[src/verilog/pmt8_pkg.sv]
// Purpose: shared constants and types for the period match timer
// Assumes: 32-bit ahb-lite register bus, one word per register
// Notes: register offsets other than control are freely placed
package pmt8_pkg;
   // register word indices (byte address is four times the index)
   localparam logic [11:0] PMT8_OFS_CONTROL = 12'hFCA;
   localparam logic [11:0] PMT8_OFS_COUNT = 12'hFC0;
   localparam logic [11:0] PMT8_OFS_PERIOD = 12'hFC4;
   localparam logic [11:0] PMT8_OFS_STATUS = 12'hFC8;
   localparam logic [11:0] PMT8_OFS_ENABLE = 12'hFCC;
   // the control offset is not word aligned, so offsets are indices
   localparam int PMT8_ADDR_SHIFT = 2;
   localparam int PMT8_ADDR_W = 14;
   // control field positions, and the match flag bit of status and enable
   localparam int PMT8_PRE_LO = 0;
   localparam int PMT8_RUN_BIT = 2;
   localparam int PMT8_POST_LO = 3;
   localparam int PMT8_IRQ_BIT = 1;
   // reset values, and the instruction divider terminal count
   localparam logic [7:0] PMT8_COUNT_RST = 8'h00;
   localparam logic [7:0] PMT8_PERIOD_RST = 8'hFF;
   localparam logic [6:0] PMT8_CONTROL_RST = 7'h00;
   localparam logic [1:0] PMT8_INSTR_DIV_LAST = 2'h3;
   // prescale codes and terminal counts, and ahb-lite htrans and hsize codes
   localparam logic [1:0] PMT8_PRE_DIV1 = 2'h0;
   localparam logic [1:0] PMT8_PRE_DIV4 = 2'h1;
   localparam logic [3:0] PMT8_PRE_LAST1 = 4'h0;
   localparam logic [3:0] PMT8_PRE_LAST4 = 4'h3;
   localparam logic [3:0] PMT8_PRE_LAST16 = 4'hF;
   localparam logic [1:0] PMT8_HTRANS_NONSEQ = 2'h2;
   localparam logic [2:0] PMT8_HSIZE_WORD = 3'h2;

   // decoded control register contents
   typedef struct packed {
      logic [3:0] postscale_select;
      logic run_bit;
      logic [1:0] prescale_select;
   } pmt8_ctrl_t;

   // latched ahb-lite address phase
   typedef struct packed {
      logic write;
      logic [PMT8_ADDR_W-1:0] index;
   } pmt8_req_t;
endpackage

[src/verilog/pmt8_timer.sv]
// Purpose: 8-bit period match timer with prescaler and postscaler
// Assumes: hclk is the oscillator clock; instruction clock is hclk/4
//    hsize is ignored; every access is one whole word
// Notes: registers on ahb-lite, always okay, zero wait states
//    shift_clock is a one cycle pulse per match, not a square wave
//    count and control writes clear the scalers, never the count
`timescale 1ns/1ps
module pmt8_timer (
   input wire logic hclk,
   input wire logic hresetn,
   input wire logic hsel,
   input wire logic [31:0] haddr,
   input wire logic [1:0] htrans,
   input wire logic hwrite,
   input wire logic [2:0] hsize,
   input wire logic [31:0] hwdata,
   input wire logic hready,
   output logic [31:0] hrdata,
   output logic hreadyout,
   output logic hresp,
   output logic irq,
   output logic shift_clock
);
   // registers and bus state
   pmt8_pkg::pmt8_ctrl_t timer_control;
   pmt8_pkg::pmt8_req_t req;
   logic req_valid;
   logic [7:0] count_value;
   logic [7:0] period_value;
   logic [7:0] enable_reg;
   logic [7:0] status_reg;
   // timer datapath
   logic [1:0] instr_div;
   logic [3:0] pre_cnt;
   logic [3:0] post_cnt;
   logic [3:0] pre_last;
   logic instr_tick;
   logic timer_tick;
   logic match;
   logic post_done;
   // write strobes of the data phase
   logic wr_control;
   logic wr_count;
   logic wr_period;
   logic wr_status;
   logic wr_enable;
   logic next_flag;

   // register map, one word each, index = haddr[15:2]
   //   control: [1:0] prescale, [2] run, [6:3] postscale, [7] reads 0
   //   count: live timer count, software may overwrite it at any time
   //   period: match value, all ones out of reset
   //   status: [1] sticky match flag, write one to clear
   //   enable: [1] match interrupt enable
   // everything else reads zero and ignores writes
   localparam int PMT8_ADDR_W_L = pmt8_pkg::PMT8_ADDR_W;
   localparam logic [PMT8_ADDR_W_L-1:0] IDX_CONTROL =
      PMT8_ADDR_W_L'(pmt8_pkg::PMT8_OFS_CONTROL);
   localparam logic [PMT8_ADDR_W_L-1:0] IDX_COUNT =
      PMT8_ADDR_W_L'(pmt8_pkg::PMT8_OFS_COUNT);
   localparam logic [PMT8_ADDR_W_L-1:0] IDX_PERIOD =
      PMT8_ADDR_W_L'(pmt8_pkg::PMT8_OFS_PERIOD);
   localparam logic [PMT8_ADDR_W_L-1:0] IDX_STATUS =
      PMT8_ADDR_W_L'(pmt8_pkg::PMT8_OFS_STATUS);
   localparam logic [PMT8_ADDR_W_L-1:0] IDX_ENABLE =
      PMT8_ADDR_W_L'(pmt8_pkg::PMT8_OFS_ENABLE);
   // index of the transfer now in its data phase
   logic [PMT8_ADDR_W_L-1:0] cur_index;

   // address phase capture, zero wait states
   // only a phase that the bus accepts (hready high) is taken, so a
   // transfer stalled elsewhere on the bus never lands here twice
   always_ff @(posedge hclk or negedge hresetn) begin
      if (!hresetn) begin
         req_valid <= 1'b0;
         req <= '0;
      end else if (hready) begin
         req_valid <= hsel && (htrans == pmt8_pkg::PMT8_HTRANS_NONSEQ);
         req.write <= hwrite;
         req.index <= haddr[pmt8_pkg::PMT8_ADDR_SHIFT +: PMT8_ADDR_W_L];
      end
   end

   // data phase write strobes
   // a write lands at the end of its data phase, while hwdata stands
   always_comb begin
      cur_index = req.index;
      wr_control = req_valid && req.write && (cur_index == IDX_CONTROL);
      wr_count = req_valid && req.write && (cur_index == IDX_COUNT);
      wr_period = req_valid && req.write && (cur_index == IDX_PERIOD);
      wr_status = req_valid && req.write && (cur_index == IDX_STATUS);
      wr_enable = req_valid && req.write && (cur_index == IDX_ENABLE);
   end

   // read mux, registered into hrdata for the next data phase
   // sampling at the address phase lets hrdata come from a flop and
   // still stand for the whole data phase
   always_ff @(posedge hclk or negedge hresetn) begin
      if (!hresetn) begin
         hrdata <= '0;
      end else if (hready && hsel && !hwrite &&
                   htrans == pmt8_pkg::PMT8_HTRANS_NONSEQ) begin
         if (haddr[pmt8_pkg::PMT8_ADDR_SHIFT +: PMT8_ADDR_W_L]
             == IDX_CONTROL) begin
            hrdata <= {25'h0, timer_control};
         end else if (haddr[pmt8_pkg::PMT8_ADDR_SHIFT +: PMT8_ADDR_W_L]
                      == IDX_COUNT) begin
            hrdata <= {24'h000000, count_value};
         end else if (haddr[pmt8_pkg::PMT8_ADDR_SHIFT +: PMT8_ADDR_W_L]
                      == IDX_PERIOD) begin
            hrdata <= {24'h000000, period_value};
         end else if (haddr[pmt8_pkg::PMT8_ADDR_SHIFT +: PMT8_ADDR_W_L]
                      == IDX_STATUS) begin
            hrdata <= {24'h000000, status_reg};
         end else if (haddr[pmt8_pkg::PMT8_ADDR_SHIFT +: PMT8_ADDR_W_L]
                      == IDX_ENABLE) begin
            hrdata <= {24'h000000, enable_reg};
         end else begin
            hrdata <= '0; // unmapped reads zero
         end
      end
   end

   // bus handshake outputs never stall and never error
   // hreadyout is low in reset so no master starts a transfer early
   always_ff @(posedge hclk or negedge hresetn) begin
      if (!hresetn) begin
         hreadyout <= 1'b0;
         hresp <= 1'b0;
      end else begin
         hreadyout <= 1'b1;
         hresp <= 1'b0;
      end
   end

   // control register, bit seven not stored
   // bit seven is never kept, so it always reads back zero
   // a write here also clears both scalers, see below
   always_ff @(posedge hclk or negedge hresetn) begin
      if (!hresetn) begin
         timer_control <= pmt8_pkg::PMT8_CONTROL_RST;
      end else if (wr_control) begin
         timer_control <= hwdata[6:0];
      end
   end

   // period register
   // a new period is used by the very next compare
   always_ff @(posedge hclk or negedge hresetn) begin
      if (!hresetn) begin
         period_value <= pmt8_pkg::PMT8_PERIOD_RST;
      end else if (wr_period) begin
         period_value <= hwdata[7:0];
      end
   end

   // instruction clock divider, oscillator over four
   // free running: register writes do not restart it, so the first
   // tick after a write comes zero to three cycles later
   always_ff @(posedge hclk or negedge hresetn) begin
      if (!hresetn) begin
         instr_div <= '0;
      end else begin
         instr_div <= instr_div + 2'h1;
      end
   end

   // prescale terminal count selection
   // terminal compares use >= so a count left above a new, smaller
   // terminal wraps at once instead of running round
   always_comb begin
      instr_tick = (instr_div == pmt8_pkg::PMT8_INSTR_DIV_LAST);
      if (timer_control.prescale_select == pmt8_pkg::PMT8_PRE_DIV1) begin
         pre_last = pmt8_pkg::PMT8_PRE_LAST1;
      end else if (timer_control.prescale_select ==
                   pmt8_pkg::PMT8_PRE_DIV4) begin
         pre_last = pmt8_pkg::PMT8_PRE_LAST4;
      end else begin
         pre_last = pmt8_pkg::PMT8_PRE_LAST16;
      end
      timer_tick = timer_control.run_bit && instr_tick &&
                   (pre_cnt >= pre_last);
      match = (count_value == period_value);
      post_done = (post_cnt >= timer_control.postscale_select);
   end

   // 4-bit prescale counter
   // cleared on count and control writes so a new setting starts clean
   always_ff @(posedge hclk or negedge hresetn) begin
      if (!hresetn) begin
         pre_cnt <= '0;
      end else if (wr_count || wr_control) begin
         pre_cnt <= '0;
      end else if (timer_control.run_bit && instr_tick) begin
         pre_cnt <= (pre_cnt >= pre_last) ? 4'h0 : pre_cnt + 4'h1;
      end
   end

   // count register: software write, clear after match, increment
   // a software write beats a tick in the same cycle; a period below
   // the present count lets the count run through 255 and wrap to zero
   // before the next match
   always_ff @(posedge hclk or negedge hresetn) begin
      if (!hresetn) begin
         count_value <= pmt8_pkg::PMT8_COUNT_RST;
      end else if (wr_count) begin
         count_value <= hwdata[7:0];
      end else if (timer_tick) begin
         if (match) begin
            count_value <= pmt8_pkg::PMT8_COUNT_RST;
         end else begin
            count_value <= count_value + 8'h01;
         end
      end
      // control writes leave the count alone
   end

   // postscale counter clocked by matches
   // runs 0 to code, so code N gives one completion in N+1 matches
   always_ff @(posedge hclk or negedge hresetn) begin
      if (!hresetn) begin
         post_cnt <= '0;
      end else if (wr_count || wr_control) begin
         post_cnt <= '0;
      end else if (timer_tick && match) begin
         post_cnt <= post_done ? 4'h0 : post_cnt + 4'h1;
      end
   end

   // shift clock pulse for the serial port, one per match
   // one hclk wide; a serial port on another clock must stretch or
   // synchronise it before use
   always_ff @(posedge hclk or negedge hresetn) begin
      if (!hresetn) begin
         shift_clock <= 1'b0;
      end else begin
         shift_clock <= timer_tick && match;
      end
   end

   // sticky match flag, set wins over write-one-to-clear
   // a clear and a completion in one cycle leave the flag set, so no
   // match interrupt is ever lost to a late clear
   always_comb begin
      next_flag = status_reg[pmt8_pkg::PMT8_IRQ_BIT];
      if (wr_status && hwdata[pmt8_pkg::PMT8_IRQ_BIT]) begin
         next_flag = 1'b0;
      end
      if (timer_tick && match && post_done) begin
         next_flag = 1'b1;
      end
   end

   // status register, only the match flag bit is stored
   always_ff @(posedge hclk or negedge hresetn) begin
      if (!hresetn) begin
         status_reg <= '0;
      end else begin
         status_reg <= '0;
         status_reg[pmt8_pkg::PMT8_IRQ_BIT] <= next_flag;
      end
   end

   // interrupt enable register, only the match bit is kept
   // the other bits read back zero
   always_ff @(posedge hclk or negedge hresetn) begin
      if (!hresetn) begin
         enable_reg <= '0;
      end else if (wr_enable) begin
         enable_reg <= '0;
         enable_reg[pmt8_pkg::PMT8_IRQ_BIT] <=
            hwdata[pmt8_pkg::PMT8_IRQ_BIT];
      end
   end

   // level interrupt from flag and enable
   // built from next_flag so irq rises on the same edge as the flag
   // and falls on the same edge as a clear
   always_ff @(posedge hclk or negedge hresetn) begin
      if (!hresetn) begin
         irq <= 1'b0;
      end else begin
         irq <= next_flag && enable_reg[pmt8_pkg::PMT8_IRQ_BIT];
      end
   end
endmodule

[config.mk]
export PLATFORM = sky130hd
export DESIGN_NAME = pmt8_timer
export DESIGN_NICKNAME = d
export VERILOG_FILES = /design/src/verilog/pmt8_pkg.sv /design/src/verilog/pmt8_timer.sv
export SDC_FILE = /design/constraint.sdc
export NUM_CORES = 1
export LEC_CHECK = 0
export BUFFER_PORTS_ARGS = -buffer_cell sky130_fd_sc_hd__buf_2
export CORE_MARGIN = 2
export CORE_UTILIZATION = 50
export CTS_BUF_LIST = sky130_fd_sc_hd__clkbuf_2
export DETAILED_ROUTE_END_ITERATION = 7
export GPL_TIMING_DRIVEN = 0
export PLACE_DENSITY = 0.79
export SYNTH_ARGS = -nofsm -noshare
export SYNTH_HDL_FRONTEND = slang
export SYNTH_SLANG_ARGS = --single-unit
[constraint.sdc]
create_clock -name hclk -period 8 [get_ports hclk]
set_input_delay 1.6 -clock hclk [delete_from_list [all_inputs] [get_ports hclk]]
set_output_delay 1.6 -clock hclk [all_outputs]
set_load 0.1 [all_outputs]
=== Word-level counts from Yosys, hierarchy flattened ===
Index checks and enable logic that the tools add are counted.

* Word-level logic and storage cells: 77
* Input port bits: 74
* Flip-flop bits (word level): 86
* Output and inout bits: 36

* Eq/ne operators: 14
* Add/subtract/negate cells: 4
* Reductions and logical operators: 22
* Magnitude comparators: 2
* Mux-type cells: 18

{| class="wikitable"
|+ Operator list
! operator !! count
|-
| $eq 14x12->1 const B || 10
|-
| $mux 32 || 2
|-
| $mux 4 || 8
|-
| $mux 8 || 4
|-
| $logic_and 1x1->1 || 16
|-
| $add 4x1->4 const B || 2
|-
| $add 8x1->8 const B || 1
|-
| $eq 8x8->1 || 1
|-
| $ge 4x4->1 || 2
|-
| $reduce_bool 2->1 || 3
|-
| $eq 2x2->1 const B || 2
|-
| $mux 2 || 2
|-
| $add 2x1->2 const B || 1
|-
| $eq 2x1->1 const B || 1
|-
| $logic_not 2->1 || 1
|-
| $mux 1 || 2
|-
| $logic_not 1->1 || 1
|-
| $logic_or 1x1->1 || 1
|}

=== Logic depth before layout (Yosys ltp) ===
* Depth after elaboration: 9
* Mapped depth: 9
* Gate-level depth less buffers: 9

=== Worst setup path after synthesis ===
Ideal clock, no wire load.

* Path kind: input to register
* Start point: in haddr[15]
* End point: reg hrdata[0]
* Library setup time: 0.083 ns
* Path slack: 5.122 ns
* Path buffers: 0
* Data required time: 7.917 ns
* Cell stages on the path: 6
* Data arrival time: 2.795 ns
* Path through: nand4b_1 nor3b_1 nand3_1 nor3_1 a22oi_1 o21ai_0

* Word-level cells in the longest chain between the ends: 5
* Elaborated cells between the ends (all ways): 8
* Those cells by class: eq/ne (4); mux (4)

{| class="wikitable"
|+ RTL lines
! item !! RTL line !! RTL
|-
| start, declared || pmt8_timer.sv:12 || <nowiki>input wire logic [31:0] haddr,</nowiki>
|-
| $eq 14x12->1 || pmt8_timer.sv:113 || <nowiki>== IDX_STATUS) begin</nowiki>
|-
| $mux 2 || pmt8_timer.sv:112 || <nowiki>end else if (haddr[pmt8_pkg::PMT8_ADDR_SHIFT +: PMT8_ADDR_W_L]</nowiki>
|-
| $mux 8 || pmt8_timer.sv:109 || <nowiki>end else if (haddr[pmt8_pkg::PMT8_ADDR_SHIFT +: PMT8_ADDR_W_L]</nowiki>
|-
| $mux 32 || pmt8_timer.sv:106 || <nowiki>end else if (haddr[pmt8_pkg::PMT8_ADDR_SHIFT +: PMT8_ADDR_W_L]</nowiki>
|-
| $mux 32 * || pmt8_timer.sv:103 || <nowiki>if (haddr[pmt8_pkg::PMT8_ADDR_SHIFT +: PMT8_ADDR_W_L]</nowiki>
|-
| end signal, assigned || pmt8_timer.sv:105 || <nowiki>hrdata <= {25'h0, timer_control};</nowiki>
|-
| end signal, assigned || pmt8_timer.sv:108 || <nowiki>hrdata <= {24'h000000, count_value};</nowiki>
|-
| end signal, assigned || pmt8_timer.sv:111 || <nowiki>hrdata <= {24'h000000, period_value};</nowiki>
|-
| end, declared || pmt8_timer.sv:18 || <nowiki>output logic [31:0] hrdata,</nowiki>
|}

Mark *: on every way between the ends. The rest lies on a longest branch, timed or not.
A chain may end at the register's enable or synchronous reset.

=== Final worst setup path ===
* Start point: in haddr[15]
* End point: reg hrdata[2]

* Word-level cells in the longest chain between the ends: 4
* Elaborated cells between the ends (all ways): 6
* Those cells by class: eq/ne (3); mux (3)

{| class="wikitable"
|+ RTL lines
! item !! RTL line !! RTL
|-
| $eq 14x12->1 || pmt8_timer.sv:110 || <nowiki>== IDX_PERIOD) begin</nowiki>
|-
| $mux 8 || pmt8_timer.sv:109 ||
|-
| $mux 32 || pmt8_timer.sv:106 ||
|-
| $mux 32 * || pmt8_timer.sv:103 ||
|}

Marks and branches as above.

==> impl_metrics.ini <==
[floorplanning]
start_util_pct = 52.5
fp.dieW_um = 86.1
die_h_um = 86.1
num_rows = 29
coreArea_um2 = 6420
die_area_um2 = 7420
ios = 110

[detailed_routing]
drt_iter0_markers = 106
drtAntennaViolNets = 0
drc = 0
routedWlPerCell_um = 14.5
wl_um = 6860
viasPerCell = 5.22
drt_pass1_iterations = 4
num_vias = 2467

[critical_path]
crit_fanout = 7
cp-start-kind = input pin
crit_chain = buf_2, nand4b_1, nor3b_1, nand3_1, nor3_1, a22oi_1, o21ai_0
cp.arrival_ps = 3400
critical_path_class = input pin to flip-flop
slowest_delay_ps = 690
critPathSlowestCell = nor3_1
cp-end-kind = flip-flop
reg2reg_depth = 9
required_ps = 8410

[power_and_ir_drop]
total_power_w = 0.000633
ir_drop_uv = 124
powerDensity_nw_per_um2 = 164
cellLeakagePower_nw = 1.85

[sta]
tns_ps = 0
fmax_mhz = 335
setup_viol = 0
drv_slew = 0
fin_ws_ps = 5010
period_needed_ps = 2990
fin_crit_sh_pct = 37.3
tightest_slew_ps = 839
skew_ps = 19.5
final-hold-violation-count = 0
grt_setup_unrepaired = no
slew_headroom_pct = 43.6

[finish]
diodes = 0
layout_commonest_cell = dfrtp_1
num-nets-final = 477
final_cell_mix = dfrtp_1, mux2_2, buf_2
syn_to_final_growth_pct = 14.1
stdcell_area_um2 = 3850
fillers = 540
layout-drive-gt1-share_pct = 33.6
largest_register_ffs = 14

[hold_path]
hold_depth = 1
hp-class = flip-flop to flip-flop

[yosys]
async_flop_share_pct = 100
synth_ff_type = dfrtp_1
synthCells = 319
synth_edf_count = 0
synth-seq-cells = 62
synth_cell_types = 42
ys_warn_count = 0
syn-cell-area_um2 = 3370
yosysSeqAreaShare_pct = 46.3
avgSynthCellArea_um2 = 10.6

[place]
gp_congestion = 0.835
post_dp_cell_area_um2 = 3740
io_buffer_count = 37
dp_slack_ps = 4540
dp_hpwl_um = 4980

[cts]
htree_levels = 3
cts_tree = yes
postCtsResizedCells = 0
cts_made_buffers = 9
clock_path_buffers = 2
cts.sinks = 62
cts.hold.buffers_added = 0
cts_setup_buffers = 0
path_clk_slew_ps = 170
clock_latency_ps = 480
root_buffer = clkbuf_2

[grt]
antenna_found_initial = 0
grt_first_pass_wirelength_um = 11200
grt_usage_pct = 19.7
grt-ovfl-total = 0
grtUsageMet2_pct = 32.7
grt-busiest-layer = met2
grtUsageMet1_pct = 24.5
grt_use_met3_pct = 5.10
grt_pass1_vias = 2427
grt_max_degree = 63

[outcome]
status = finished, final reports clean

[job]
cap_violations = 0
==> cells in the mapped netlist (all sizes together) (2+ instances only) <==
master / instances / share of area (%)
a21oi: 16 / 2.7
a22o: 2 / 0.52
a22oi: 13 / 2.9
a32o: 2 / 0.59
and3: 6 / 1.1
buf: 27 / 6.1
clkbuf: 5 / 0.56
conb: 2 / 0.22
dfrtp: 54 / 40
dfstp: 8 / 6.2
ha: 12 / 4.5
inv: 12 / 1.3
mux2: 36 / 12
mux2i: 2 / 0.59
nand2: 21 / 2.3
nand2b: 2 / 0.37
nand3: 6 / 0.89
nand3b: 4 / 0.89
nand4: 3 / 0.56
nand4b: 2 / 0.52
nor2: 24 / 2.7
nor2b: 8 / 1.5
nor3: 5 / 0.89
nor3b: 4 / 0.89
o21ai: 23 / 3.4
or2: 2 / 0.37
or3: 2 / 0.52
xnor2: 8 / 2.1
==> final cells by class <==
class	instances	area [um2]	area share, %
buffer	32	225	5.85
clock buffer	10	50.0	1.30
clock inverter	6	52.6	1.36
inverter	12	45.0	1.17
multi-input combinational	237	1630	42.4
sequential	62	1560	40.6
tap	77	96.3	2.50
timing repair buffer	37	188	4.87
==> metrics by stage <==
step	instances	hold slack, ps	utilization [%]
after CTS	473	460	59.9
after floorplan	343	401	-
after global placement	457	413	58.3
after detailed placement	457	439	58.3
final	473	459	59.9
after global routing	473	477	59.9
==> worst paths after layout <==
check / start / end / slack [ps]
max: haddr[15] / hrdata[2] / 5010
max reg2reg: timer_control[1] / count_value[1] / 5240
min in group asynchronous: hresetn / count_value[5] / 1150
min reg2reg: instr_div[0] / instr_div[0] / 460
max in group asynchronous: hresetn / enable_reg[1] / 6320
min: instr_div[0] / instr_div[0] / 460
==> kinds of logic (layout without fill, tap and decap cells) <==
| kind of cell | Yosys count | count (layout) | synth area share [%] |
|---|---|---|---|
| xor gates and xnor gates | 8 | 8 | 2.08 |
| muxes | 39 | 39 | 13.3 |
| AOI/OAI and AO/OA | 58 | 58 | 10.8 |
| adders and majority gates | 12 | 12 | 4.45 |
| buffers and inverters | 44 | 97 | 8.01 |
| other | 2 | 26 | 0.223 |
| DFF | 62 | 62 | 46.3 |
| and+or+nand+nor | 94 | 94 | 14.9 |
==> routing by layer <==
metal / vias up / part of all wire, %
li1: 1222 / -
met1: 1164 / 45
met2: 74 / 48
met3: 7 / 5.3
met4: 0 / 1.3
met5: - / 0
==> critical path: cells and delay by family <==
kind / cells / cell delay (ps)
AND/OR/NAND/NOR: 4 / 1270
buffers and inverters: 1 / 100
AO/OA/AOI/OAI: 2 / 420
==> report_power, final <==
group / switching [W] / internal, W / leakage, nW / total [W]
Clock: 0.000114 / 0.0000701 / 0.0705 / 0.000184
Sequential: 0.0000114 / 0.000328 / 0.756 / 0.000339
Combinational: 0.0000769 / 0.0000330 / 1.03 / 0.000110
Note: power is estimated with default switching activity, not from simulation.
